`config.mk`:
```
export PLATFORM = sky130hd
export DESIGN_NAME = bt8_timer
export DESIGN_NICKNAME = d
export VERILOG_FILES = /design/src/core/bt8_pkg.sv /design/src/core/bt8_timer.sv
export SDC_FILE = /design/constraint.sdc
export NUM_CORES = 1
export LEC_CHECK = 0
export ABC_AREA = 1
export BUFFER_PORTS_ARGS = -buffer_cell sky130_fd_sc_hd__buf_4
export CAP_MARGIN = 5
export CORE_MARGIN = 3
export CORE_UTILIZATION = 35
export CTS_BUF_LIST = sky130_fd_sc_hd__clkbuf_8
export DETAILED_ROUTE_END_ITERATION = 8
export PLACE_DENSITY = 0.61
export SLEW_MARGIN = 25
export SYNTH_ARGS = -nofsm -noshare
export SYNTH_HDL_FRONTEND = slang
export SYNTH_SLANG_ARGS = --single-unit
```
`constraint.sdc`:
```
create_clock -name clk_i -period 2.2 [get_ports clk_i]
set_input_delay 0.11 -clock clk_i [delete_from_list [all_inputs] [get_ports clk_i]]
set_output_delay 0.11 -clock clk_i [all_outputs]
set_load 0.02 [all_outputs]
```
`src/core/bt8_pkg.sv`:
```
package bt8_pkg;

    // ------------------------------------------------------------
    // Register indices (byte address is four times the index)
    // ------------------------------------------------------------
    localparam logic [5:0] BT8_IDX_CTRL1  = 6'h00;
    localparam logic [5:0] BT8_IDX_CTRL2  = 6'h01;
    localparam logic [5:0] BT8_IDX_SLAVE  = 6'h02;
    localparam logic [5:0] BT8_IDX_DMAEN  = 6'h03;
    localparam logic [5:0] BT8_IDX_IRQEN  = 6'h04;
    localparam logic [5:0] BT8_IDX_FLAGS  = 6'h05;
    localparam logic [5:0] BT8_IDX_EVGEN  = 6'h06;
    localparam logic [5:0] BT8_IDX_COUNT  = 6'h07;
    localparam logic [5:0] BT8_IDX_DIV    = 6'h08;
    localparam logic [5:0] BT8_IDX_RELOAD = 6'h09;
    localparam int         BT8_ADDR_W     = 8;

    // ------------------------------------------------------------
    // Field positions
    // ------------------------------------------------------------
    localparam int BT8_RUN_BIT    = 0;
    localparam int BT8_INHIB_BIT  = 1;
    localparam int BT8_SRC_BIT    = 2;
    localparam int BT8_SHOT_BIT   = 3;
    localparam int BT8_RBUF_BIT   = 7;
    localparam int BT8_MOS_LSB    = 4;
    localparam int BT8_SMF_LSB    = 0;
    localparam int BT8_TSEL_LSB   = 4;
    localparam int BT8_SYNC_BIT   = 7;
    localparam int BT8_UPD_BIT    = 0;
    localparam int BT8_TRG_BIT    = 6;

    // ------------------------------------------------------------
    // Writable masks and reset values
    // ------------------------------------------------------------
    localparam logic [7:0] BT8_CTRL1_MASK = 8'h8F;
    localparam logic [7:0] BT8_CTRL2_MASK = 8'h70;
    localparam logic [7:0] BT8_SLAVE_MASK = 8'hF7;
    localparam logic [7:0] BT8_DMAEN_MASK = 8'h01;
    localparam logic [7:0] BT8_FLAG_MASK  = 8'h41;
    localparam logic [3:0] BT8_DIV_RST    = 4'h0;
    localparam logic [7:0] BT8_RELOAD_RST = 8'hFF;
    localparam logic [7:0] BT8_ZERO8      = 8'h00;

    // ------------------------------------------------------------
    // Mode codes
    // ------------------------------------------------------------
    localparam logic [2:0] BT8_MOS_SWUPD  = 3'h0;
    localparam logic [2:0] BT8_MOS_ENABLE = 3'h1;
    localparam logic [2:0] BT8_MOS_UPDATE = 3'h2;
    localparam logic [2:0] BT8_SMF_OFF    = 3'h0;
    localparam logic [2:0] BT8_SMF_RESET  = 3'h4;
    localparam logic [2:0] BT8_SMF_GATED  = 3'h5;
    localparam logic [2:0] BT8_SMF_START  = 3'h6;
    localparam logic [2:0] BT8_SMF_EXTCLK = 3'h7;

endpackage

```
`src/core/bt8_timer.sv`:
```
// Our own choice: the APB interface to the registers.
`timescale 1ns/10ps
// Function
// - Eight-bit up counter wrapping to zero after the reload value, advancing per tick.
// - Sixteen-bit prescaler divides by two to the four-bit value.
// - Prescaler input is counter run, or trigger level (gated) or trigger rising edge (external clock).
// - Division value preloaded separately; reads return the preload copy.
// - Active division value refreshed from preload only at update events.
// - Reload buffering bit chooses direct or update-loaded reload value.
// - Single shot clears counter run at next update event.
// - Update source bit limits update request to overflow only.
// - Update inhibit blocks update events; software update still reinits.
// - Slave mode off: prescaler runs from clock while counter run set.
// - Master output select drives trigger output: update req, enable, event.
// - Enable output is run OR gated trigger, lagging unless sync delay.
// - Sync delay bit delays trigger input effects for aligned timers.
// - Trigger select picks one of four internal triggers; others reserved.
// - Reset mode: trigger rising edge reinits counter and updates registers.
// - Gated mode: counts only while trigger high, halts without clearing.
// - Start mode: trigger rising edge sets counter run, no reset.
// - External clock mode: trigger rising edges clock the counter.
// - Update DMA request follows update flag conditions when enabled.
// - Update and trigger interrupts, each flag gated by its enable bit.
// - Trigger flag set on active edge, both edges gated; write 0 clears.
// - Update flag set on overflow or reinit (software or reset-mode trigger) per source/inhibit.
// - Software update request reinits counter and prescaler, self-clearing.
// - Software trigger request sets trigger flag, self-clearing.
module bt8_timer
    import bt8_pkg::*;
(
    input  wire logic                          clk_i,        // System clock
    input  wire logic                          sys_rst_i,    // Sync reset
    input  wire logic                          psel_i,       // APB select
    input  wire logic                          penable_i,    // APB enable
    input  wire logic                          pwrite_i,     // APB write
    input  wire logic [bt8_pkg::BT8_ADDR_W-1:0] paddr_i,     // APB address
    input  wire logic [31:0]                   pwdata_i,     // APB wdata
    output logic      [31:0]                   prdata_o,     // APB rdata
    output logic                               pready_o,     // APB ready
    output logic                               pslverr_o,    // APB error
    input  wire logic [3:0]                    internal_trigger_i, // Peers
    output logic                               trigger_output_o,   // To peers
    output logic                               update_irq_o, // Update irq
    output logic                               trigger_irq_o,// Trigger irq
    output logic                               update_dma_o  // DMA pulse
);
    import bt8_pkg::*;

    // ------------------------------------------------------------
    // State
    // ------------------------------------------------------------
    logic [7:0]  ctrl1_reg,  ctrl1_next;
    logic [7:0]  ctrl2_reg,  ctrl2_next;
    logic [7:0]  slave_reg,  slave_next;
    logic [7:0]  dmaen_reg,  dmaen_next;
    logic [7:0]  irqen_reg,  irqen_next;
    logic [7:0]  flags_reg,  flags_next;
    logic [7:0]  count_reg,  count_next;
    logic [15:0] pcnt_reg,   pcnt_next;
    logic [3:0]  divpre_reg, divpre_next;
    logic [3:0]  divact_reg, divact_next;
    logic [7:0]  relpre_reg, relpre_next;
    logic [7:0]  relact_reg, relact_next;
    logic        trgprev_reg, trgprev_next;
    logic        rised_reg,  rised_next;
    logic        falld_reg,  falld_next;
    logic        lvld_reg,   lvld_next;
    logic        enprev_reg, enprev_next;
    logic        trigger_output_reg,   trigger_output_next;
    logic        uirq_reg,   uirq_next;
    logic        tirq_reg,   tirq_next;
    logic        dma_reg,    dma_next;
    logic        ready_reg,  ready_next;
    logic        err_reg,    err_next;
    logic [31:0] rdata_reg,  rdata_next;

    // ------------------------------------------------------------
    // Bus decode
    // ------------------------------------------------------------
    logic [5:0] idx;
    logic       mapped;
    logic       wr;
    logic [7:0] wd;
    logic [7:0] rd;

    assign idx    = paddr_i[BT8_ADDR_W-1:2];
    assign mapped = (paddr_i[1:0] == 2'h0) && (idx <= BT8_IDX_RELOAD);
    // Write lands at the edge where the access completes
    assign wr     = psel_i && penable_i && ready_reg && pwrite_i && mapped;
    assign wd     = pwdata_i[7:0];

    // Read mux; reserved bits are zero since only mask bits are stored
    always_comb begin
        case (idx)
            BT8_IDX_CTRL1:  rd = ctrl1_reg;
            BT8_IDX_CTRL2:  rd = ctrl2_reg;
            BT8_IDX_SLAVE:  rd = slave_reg;
            BT8_IDX_DMAEN:  rd = dmaen_reg;
            BT8_IDX_IRQEN:  rd = irqen_reg;
            BT8_IDX_FLAGS:  rd = flags_reg;
            BT8_IDX_COUNT:  rd = count_reg;
            BT8_IDX_DIV:    rd = {4'h0, divpre_reg};
            BT8_IDX_RELOAD: rd = relpre_reg;
            default:        rd = BT8_ZERO8;
        endcase
    end

    // One wait state; data and error captured as ready rises
    always_comb begin
        ready_next = psel_i && penable_i && !ready_reg;
        rdata_next = rdata_reg;
        err_next   = err_reg;
        if (ready_next) begin
            rdata_next = (mapped && !pwrite_i) ? {24'h0, rd} : 32'h0;
            err_next   = !mapped;
        end
    end

    // ------------------------------------------------------------
    // Trigger input selection and edges
    // ------------------------------------------------------------
    logic [2:0] tsel;
    logic [2:0] smf;
    logic       sync_delay;
    logic       trg_sel;
    logic       rise_now;
    logic       fall_now;
    logic       rise;
    logic       fall;
    logic       lvl;

    assign tsel       = slave_reg[BT8_TSEL_LSB +: 3];
    assign smf        = slave_reg[BT8_SMF_LSB +: 3];
    assign sync_delay = slave_reg[BT8_SYNC_BIT];
    // Reserved select codes give a quiet input
    assign trg_sel    = !tsel[2] && internal_trigger_i[tsel[1:0]];
    assign rise_now   = trg_sel && !trgprev_reg;
    assign fall_now   = !trg_sel && trgprev_reg;
    // Delayed copies keep linked timers aligned
    assign rise       = sync_delay ? rised_reg : rise_now;
    assign fall       = sync_delay ? falld_reg : fall_now;
    assign lvl        = sync_delay ? lvld_reg  : trg_sel;

    // ------------------------------------------------------------
    // Timer next state
    // ------------------------------------------------------------
    logic        sw_upd;
    logic        sw_trg;
    logic        run;
    logic        psc_in;
    logic [15:0] mask;
    logic        tick;
    logic        ovf;
    logic        reinit;
    logic        update_event;
    logic        set_uf;
    logic        set_tf;
    logic        en_now;

    always_comb begin
        ctrl1_next   = ctrl1_reg;
        ctrl2_next   = ctrl2_reg;
        slave_next   = slave_reg;
        dmaen_next   = dmaen_reg;
        irqen_next   = irqen_reg;
        flags_next   = flags_reg;
        count_next   = count_reg;
        pcnt_next    = pcnt_reg;
        divpre_next  = divpre_reg;
        divact_next  = divact_reg;
        relpre_next  = relpre_reg;
        relact_next  = relact_reg;
        trgprev_next = trg_sel;
        rised_next   = rise_now;
        falld_next   = fall_now;
        lvld_next    = trg_sel;
        sw_upd = 1'b0;
        sw_trg = 1'b0;
        // Software writes; reserved bits masked off
        if (wr) begin
            case (idx)
                BT8_IDX_CTRL1: ctrl1_next = wd & BT8_CTRL1_MASK;
                BT8_IDX_CTRL2: ctrl2_next = wd & BT8_CTRL2_MASK;
                BT8_IDX_SLAVE: slave_next = wd & BT8_SLAVE_MASK;
                BT8_IDX_DMAEN: dmaen_next = wd & BT8_DMAEN_MASK;
                BT8_IDX_IRQEN: irqen_next = wd & BT8_FLAG_MASK;
                BT8_IDX_FLAGS: flags_next = flags_reg & wd;
                BT8_IDX_EVGEN: begin
                    sw_upd = wd[BT8_UPD_BIT];
                    sw_trg = wd[BT8_TRG_BIT];
                end
                BT8_IDX_COUNT: count_next = wd;
                BT8_IDX_DIV:   divpre_next = wd[3:0];
                BT8_IDX_RELOAD: begin
                    relpre_next = wd;
                    if (!ctrl1_reg[BT8_RBUF_BIT]) begin
                        relact_next = wd;
                    end
                end
                default: ;
            endcase
        end
        run = ctrl1_reg[BT8_RUN_BIT];
        // Prescaler feed per slave mode
        case (smf)
            BT8_SMF_GATED:  psc_in = lvl;
            BT8_SMF_EXTCLK: psc_in = rise;
            default:        psc_in = run;
        endcase
        mask = 16'((32'h1 << divact_reg) - 32'h1);
        tick = psc_in && ((pcnt_reg & mask) == mask);
        if (psc_in) begin
            pcnt_next = tick ? 16'h0 : pcnt_reg + 16'h1;
        end
        ovf = tick && (count_reg == relact_reg);
        if (ovf) begin
            count_next = BT8_ZERO8;
        end else if (tick) begin
            count_next = count_reg + 8'h1;
        end
        reinit = sw_upd || (smf == BT8_SMF_RESET && rise);
        if (reinit) begin
            count_next = BT8_ZERO8;
            pcnt_next  = 16'h0;
        end
        update_event = (ovf || reinit) && !ctrl1_reg[BT8_INHIB_BIT];
        if (update_event) begin
            divact_next = divpre_next;
            if (ctrl1_reg[BT8_RBUF_BIT]) begin
                relact_next = relpre_next;
            end
            if (ctrl1_reg[BT8_SHOT_BIT]) begin
                ctrl1_next[BT8_RUN_BIT] = 1'b0;
            end
        end
        if (smf == BT8_SMF_START && rise) begin
            ctrl1_next[BT8_RUN_BIT] = 1'b1;
        end
        // Flag sets win over a same-cycle software clear
        set_uf = update_event && (ovf || !ctrl1_reg[BT8_SRC_BIT]);
        case (smf)
            BT8_SMF_RESET,
            BT8_SMF_START,
            BT8_SMF_EXTCLK: set_tf = rise;
            BT8_SMF_GATED:  set_tf = rise || fall;
            default:        set_tf = 1'b0;
        endcase
        if (set_uf) begin
            flags_next[BT8_UPD_BIT] = 1'b1;
        end
        if (set_tf || sw_trg) begin
            flags_next[BT8_TRG_BIT] = 1'b1;
        end
    end

    // ------------------------------------------------------------
    // Output next values
    // ------------------------------------------------------------
    always_comb begin
        en_now = run || (smf == BT8_SMF_GATED && trg_sel);
        enprev_next = en_now;
        case (ctrl2_reg[BT8_MOS_LSB +: 3])
            BT8_MOS_SWUPD:  trigger_output_next = sw_upd;
            BT8_MOS_ENABLE: trigger_output_next = sync_delay ? en_now
                                                   : enprev_reg;
            BT8_MOS_UPDATE: trigger_output_next = update_event;
            default:        trigger_output_next = 1'b0;
        endcase
        uirq_next = flags_next[BT8_UPD_BIT]
                    && irqen_next[BT8_UPD_BIT];
        tirq_next = flags_next[BT8_TRG_BIT]
                    && irqen_next[BT8_TRG_BIT];
        dma_next  = set_uf && dmaen_reg[BT8_UPD_BIT];
    end

    // ------------------------------------------------------------
    // Registers
    // ------------------------------------------------------------
    always_ff @(posedge clk_i) begin
        if (sys_rst_i) begin
            ctrl1_reg   <= BT8_ZERO8;
            ctrl2_reg   <= BT8_ZERO8;
            slave_reg   <= BT8_ZERO8;
            dmaen_reg   <= BT8_ZERO8;
            irqen_reg   <= BT8_ZERO8;
            flags_reg   <= BT8_ZERO8;
            count_reg   <= BT8_ZERO8;
            pcnt_reg    <= 16'h0;
            divpre_reg  <= BT8_DIV_RST;
            divact_reg  <= BT8_DIV_RST;
            relpre_reg  <= BT8_RELOAD_RST;
            relact_reg  <= BT8_RELOAD_RST;
            trgprev_reg <= 1'b0;
            rised_reg   <= 1'b0;
            falld_reg   <= 1'b0;
            lvld_reg    <= 1'b0;
            enprev_reg  <= 1'b0;
            trigger_output_reg    <= 1'b0;
            uirq_reg    <= 1'b0;
            tirq_reg    <= 1'b0;
            dma_reg     <= 1'b0;
            ready_reg   <= 1'b0;
            err_reg     <= 1'b0;
            rdata_reg   <= 32'h0;
        end else begin
            ctrl1_reg   <= ctrl1_next;
            ctrl2_reg   <= ctrl2_next;
            slave_reg   <= slave_next;
            dmaen_reg   <= dmaen_next;
            irqen_reg   <= irqen_next;
            flags_reg   <= flags_next;
            count_reg   <= count_next;
            pcnt_reg    <= pcnt_next;
            divpre_reg  <= divpre_next;
            divact_reg  <= divact_next;
            relpre_reg  <= relpre_next;
            relact_reg  <= relact_next;
            trgprev_reg <= trgprev_next;
            rised_reg   <= rised_next;
            falld_reg   <= falld_next;
            lvld_reg    <= lvld_next;
            enprev_reg  <= enprev_next;
            trigger_output_reg    <= trigger_output_next;
            uirq_reg    <= uirq_next;
            tirq_reg    <= tirq_next;
            dma_reg     <= dma_next;
            ready_reg   <= ready_next;
            err_reg     <= err_next;
            rdata_reg   <= rdata_next;
        end
    end

    // Outputs straight from flops
    assign prdata_o         = rdata_reg;
    assign pready_o         = ready_reg;
    assign pslverr_o        = err_reg;
    assign trigger_output_o = trigger_output_reg;
    assign update_irq_o     = uirq_reg;
    assign trigger_irq_o    = tirq_reg;
    assign update_dma_o     = dma_reg;

endmodule

```
==> metrics.cfg <==
[critical_path]
slowest_stage=dfxtp_2
critPathMaxStageDelay_ps=340
worstSetupEndpointType=flip-flop
r2r-end=relact_reg[2]
crit_top_cell=nand3_1
worst_r2r_path_depth=17
worst-path-max-fanout=12
ff2ff_setup_slack_ps=-50
crit_type=flip-flop to flip-flop
arrival_ps=2500
critPathTopFamily=simple AND/OR/NAND/NOR gates
cp.required_ps=2450
crit_chain=nor2_4 > nand3_2 > ha_4 > inv_2 > nand2_2 > nand2_1 > nor2_1 > nand3_1 > nor2_1 > nand3_1 > nor2_4 > nand4_4 > nand2_4 > nand2_8 > buf_6 > nand2_2 > nand3_1
reg2reg_from=divact_reg[2]
startpoint_type=flip-flop
worst-path-buf-inv=2

[timing]
fin_crit_sh_pct=102
setup_ws_ps=-51.8
drv_slew=0
finalCriticalPeriod_ps=2250
fmax_mhz=444
hold_viol=0
rsz0062_at_grt=true
setup_viol=8
skew_ps=12.8

[route]
drtPass1Iterations=5
wire_per_inst_um=14.1
drt-initial-drc-count=432
drcViolationCount=0
vias=4988
vias_per_cell=4.91
wl_um=14300
antenna_left=0

[die]
start_util_pct=36.5
die-area_mm2=0.0162
coreArea_mm2=0.0141
die_w_um=127
die_h_um=127
ioPinCount=87
rows=43

[logic_synthesis]
yosysTopAreaCell=dfxtp_1
ys.flop_type=dfxtp_1
synth_top_area_share_pct=35.3
syn_avg_cell_area_um2=6.72
synth.area.top_cells=dfxtp_1, nand2_1, inv_1, a21oi_1, nand3_1
ys_warn_count=0
syn_area_mm2=0.00516
synthDistinctLibCells=46
synth-edff-count=0
ys_ff_latch=91
seq_area_frac_synth_pct=35.3
syn_inst=768
synthArstFlopShare_pct=0

[global_routing]
track_usage_pct=17.4
grt_pass1_wl_um=22400
grt_pass1_vias=4279
antenna_found_initial=0
grt_max_degree=34
grt_overflow_total=0

[hold_path]
min_path_cells=4
hold_start=pwrite_i
hold_end=prdata_o[3]
hp-class=primary input to flip-flop

[cts]
clk_path_buf_depth=2
hold_buffers=0
cts.sink_count=91
clk_pin_slew_ps=90
cts_max_level=3
clock_latency_ps=390
cts_tree=yes
cts_buffers=9
clockRootBuffer=clkbuf_8

[cells_and_area]
nNetsFinal=882
area_growth_pct=19.9
diodes=0
largest_reg_flops=15
layout-drive-gt1-share_pct=18.8
finish.instance_area_mm2=0.00618
final_cells=1015
final_util_pct=43.7

[run_status]
violations=setup timing
status=finished with violations

[pwr]
intPower_mw=2.46
seqPwrFrac_pct=51.0
p_comb_share_pct=6.2
power_density_mw_per_mm2=524
p_switching_mw=0.782
leakagePower_nw=2.67
p_clk_share_pct=42.8
vdd.ir_drop.worst_uv=293
total_power_mw=3.24
p_sw_share_pct=24.1

[placed_design]
placed_cells=994
port_buffers=38
place_hpwl_um=10600
place_area_mm2=0.00571
routabilityCongestion=0.888

[flow_run]
drv_cap=0

-- through the flow --
stage | setup TNS [ps] | hold slack [ps] | worst slack (ps)
6_report | -218 | 43.9 | -51.8
3_3_place_gp | -256 | 425 | -51.3
3_5_place_dp | -953 | 431 | -106
5_1_grt | -8280 | 65.4 | -284
4_1_cts | -84.3 | 36.2 | -40.0
2_1_floorplan | -2.60 | 262 | -2.60
-- cell usage after synthesis (3+ instances only) --
master / number
o21ai_0: 46
inv_2: 9
buf_6: 4
xnor2_1: 11
a22oi_1: 5
nand3_2: 4
nand2_1: 185
a211oi_1: 5
o31ai_1: 4
buf_2: 5
nand2_4: 3
o21ai_1: 16
nor4_1: 5
clkbuf_1: 12
clkinv_1: 3
dfxtp_1: 91
ha_1: 3
inv_1: 98
nand4_1: 10
nor2_1: 59
buf_4: 25
nor2_2: 13
a21oi_1: 47
a221oi_1: 6
xor2_1: 10
nor3_1: 14
o22ai_1: 4
nand3_1: 47
nor3b_1: 3
-- layer usage --
layer  part of all wire (%)  global-route usage [%]
met1                     48                    25.5
met3                    6.6                    3.51
met4                    1.9                    6.81
met2                     43                    24.8
met5                      0                       0
-- power by group through the flow --
stage / Sequential [mW] / Clock [mW] / Combinational (mW)
3_5_place_dp: 1.69 / 0 / 0.195
6_report: 1.65 / 1.39 / 0.202
2_1_floorplan: 1.69 / 0 / 0.141
5_1_grt: 1.65 / 1.48 / 0.221
4_1_cts: 1.65 / 1.41 / 0.196
3_3_place_gp: 1.69 / 0 / 0.196
-- placed cells by master (no fill, tap or decap), drive strengths merged --
master	count
a211oi	5
buf	74
clkinv	5
dfxtp	91
nand3	52
o211ai	2
or2	1
clkbuf	10
nor3b	3
nor4	5
a22oi	5
nor2	74
a31oi	2
a221oi	6
o21ai	62
o22ai	4
o31ai	4
o2111ai	2
bufinv	3
o21bai	1
o21a	1
a21oi	47
xor2	10
inv	109
xnor2	11
nand2	189
clkinvlp	2
nor3	16
ha	3
o221ai	1
conb	24
nand4	11
-- timing repair --
action | 4_1_cts | 5_1_grt
gates resized for setup | 13 | 38
endpoints found under the setup margin | 20 | 40
buffers inserted | 1 | 3
pin swaps | 0 | 7
cloned | 0 | 1
-- cells by family after synthesis --
family / count (synthesis) / synth area share [%]
AOI/OAI and AO/OA: 142 / 15.5
xor gates and xnor gates: 21 / 3.57
adders and majority gates: 3 / 0.728
buffers and inverters: 159 / 14.2
DFF: 91 / 35.3
other: 1 / 0.0727
and+or+nand+nor: 351 / 30.7
-- worst max-delay path by stage --
| stage | startpoint | end | slack, ps | cells after the start |
|---|---|---|---|---|
| 6_report | divact_reg[2] | relact_reg[2] | -50 | 17 |
| 5_1_grt | divact_reg[2] | flags_reg[0] | -280 | 18 |
| 4_1_cts | divact_reg[2] | count_reg[2] | -40 | 16 |
| 3_5_place_dp | divact_reg[2] | divact_reg[0] | -110 | 17 |
| 3_3_place_gp | divact_reg[2] | divact_reg[0] | -50 | 17 |
| 2_1_floorplan | divact_reg[2] | divact_reg[3] | -3 | 18 |
-- cell type report --
| cell class | count | area, um2 |
|---|---|---|
| clock buffers | 9 | 124 |
| clock inverters | 7 | 118 |
| fillers | 1470 | 7970 |
| inverters | 112 | 430 |
| multi-input cells | 541 | 2840 |
| flip-flops and latches | 91 | 1820 |
| well taps | 180 | 225 |
| repair buffers | 75 | 624 |
-- worst register-to-register path: stages, from the launching register on --
cell and delay (ps):
dfxtp_2 340, nor2_4 130, nand3_2 110, ha_4 280, inv_2 30, nand2_2 50
nand2_1 40, nor2_1 90, nand3_1 70, nor2_1 90, nand3_1 110, nor2_4 170
nand4_4 130, nand2_4 120, nand2_8 100, buf_6 150, nand2_2 40, nand3_1 70
No activity file was read; power rests on OpenSTA's default activity.
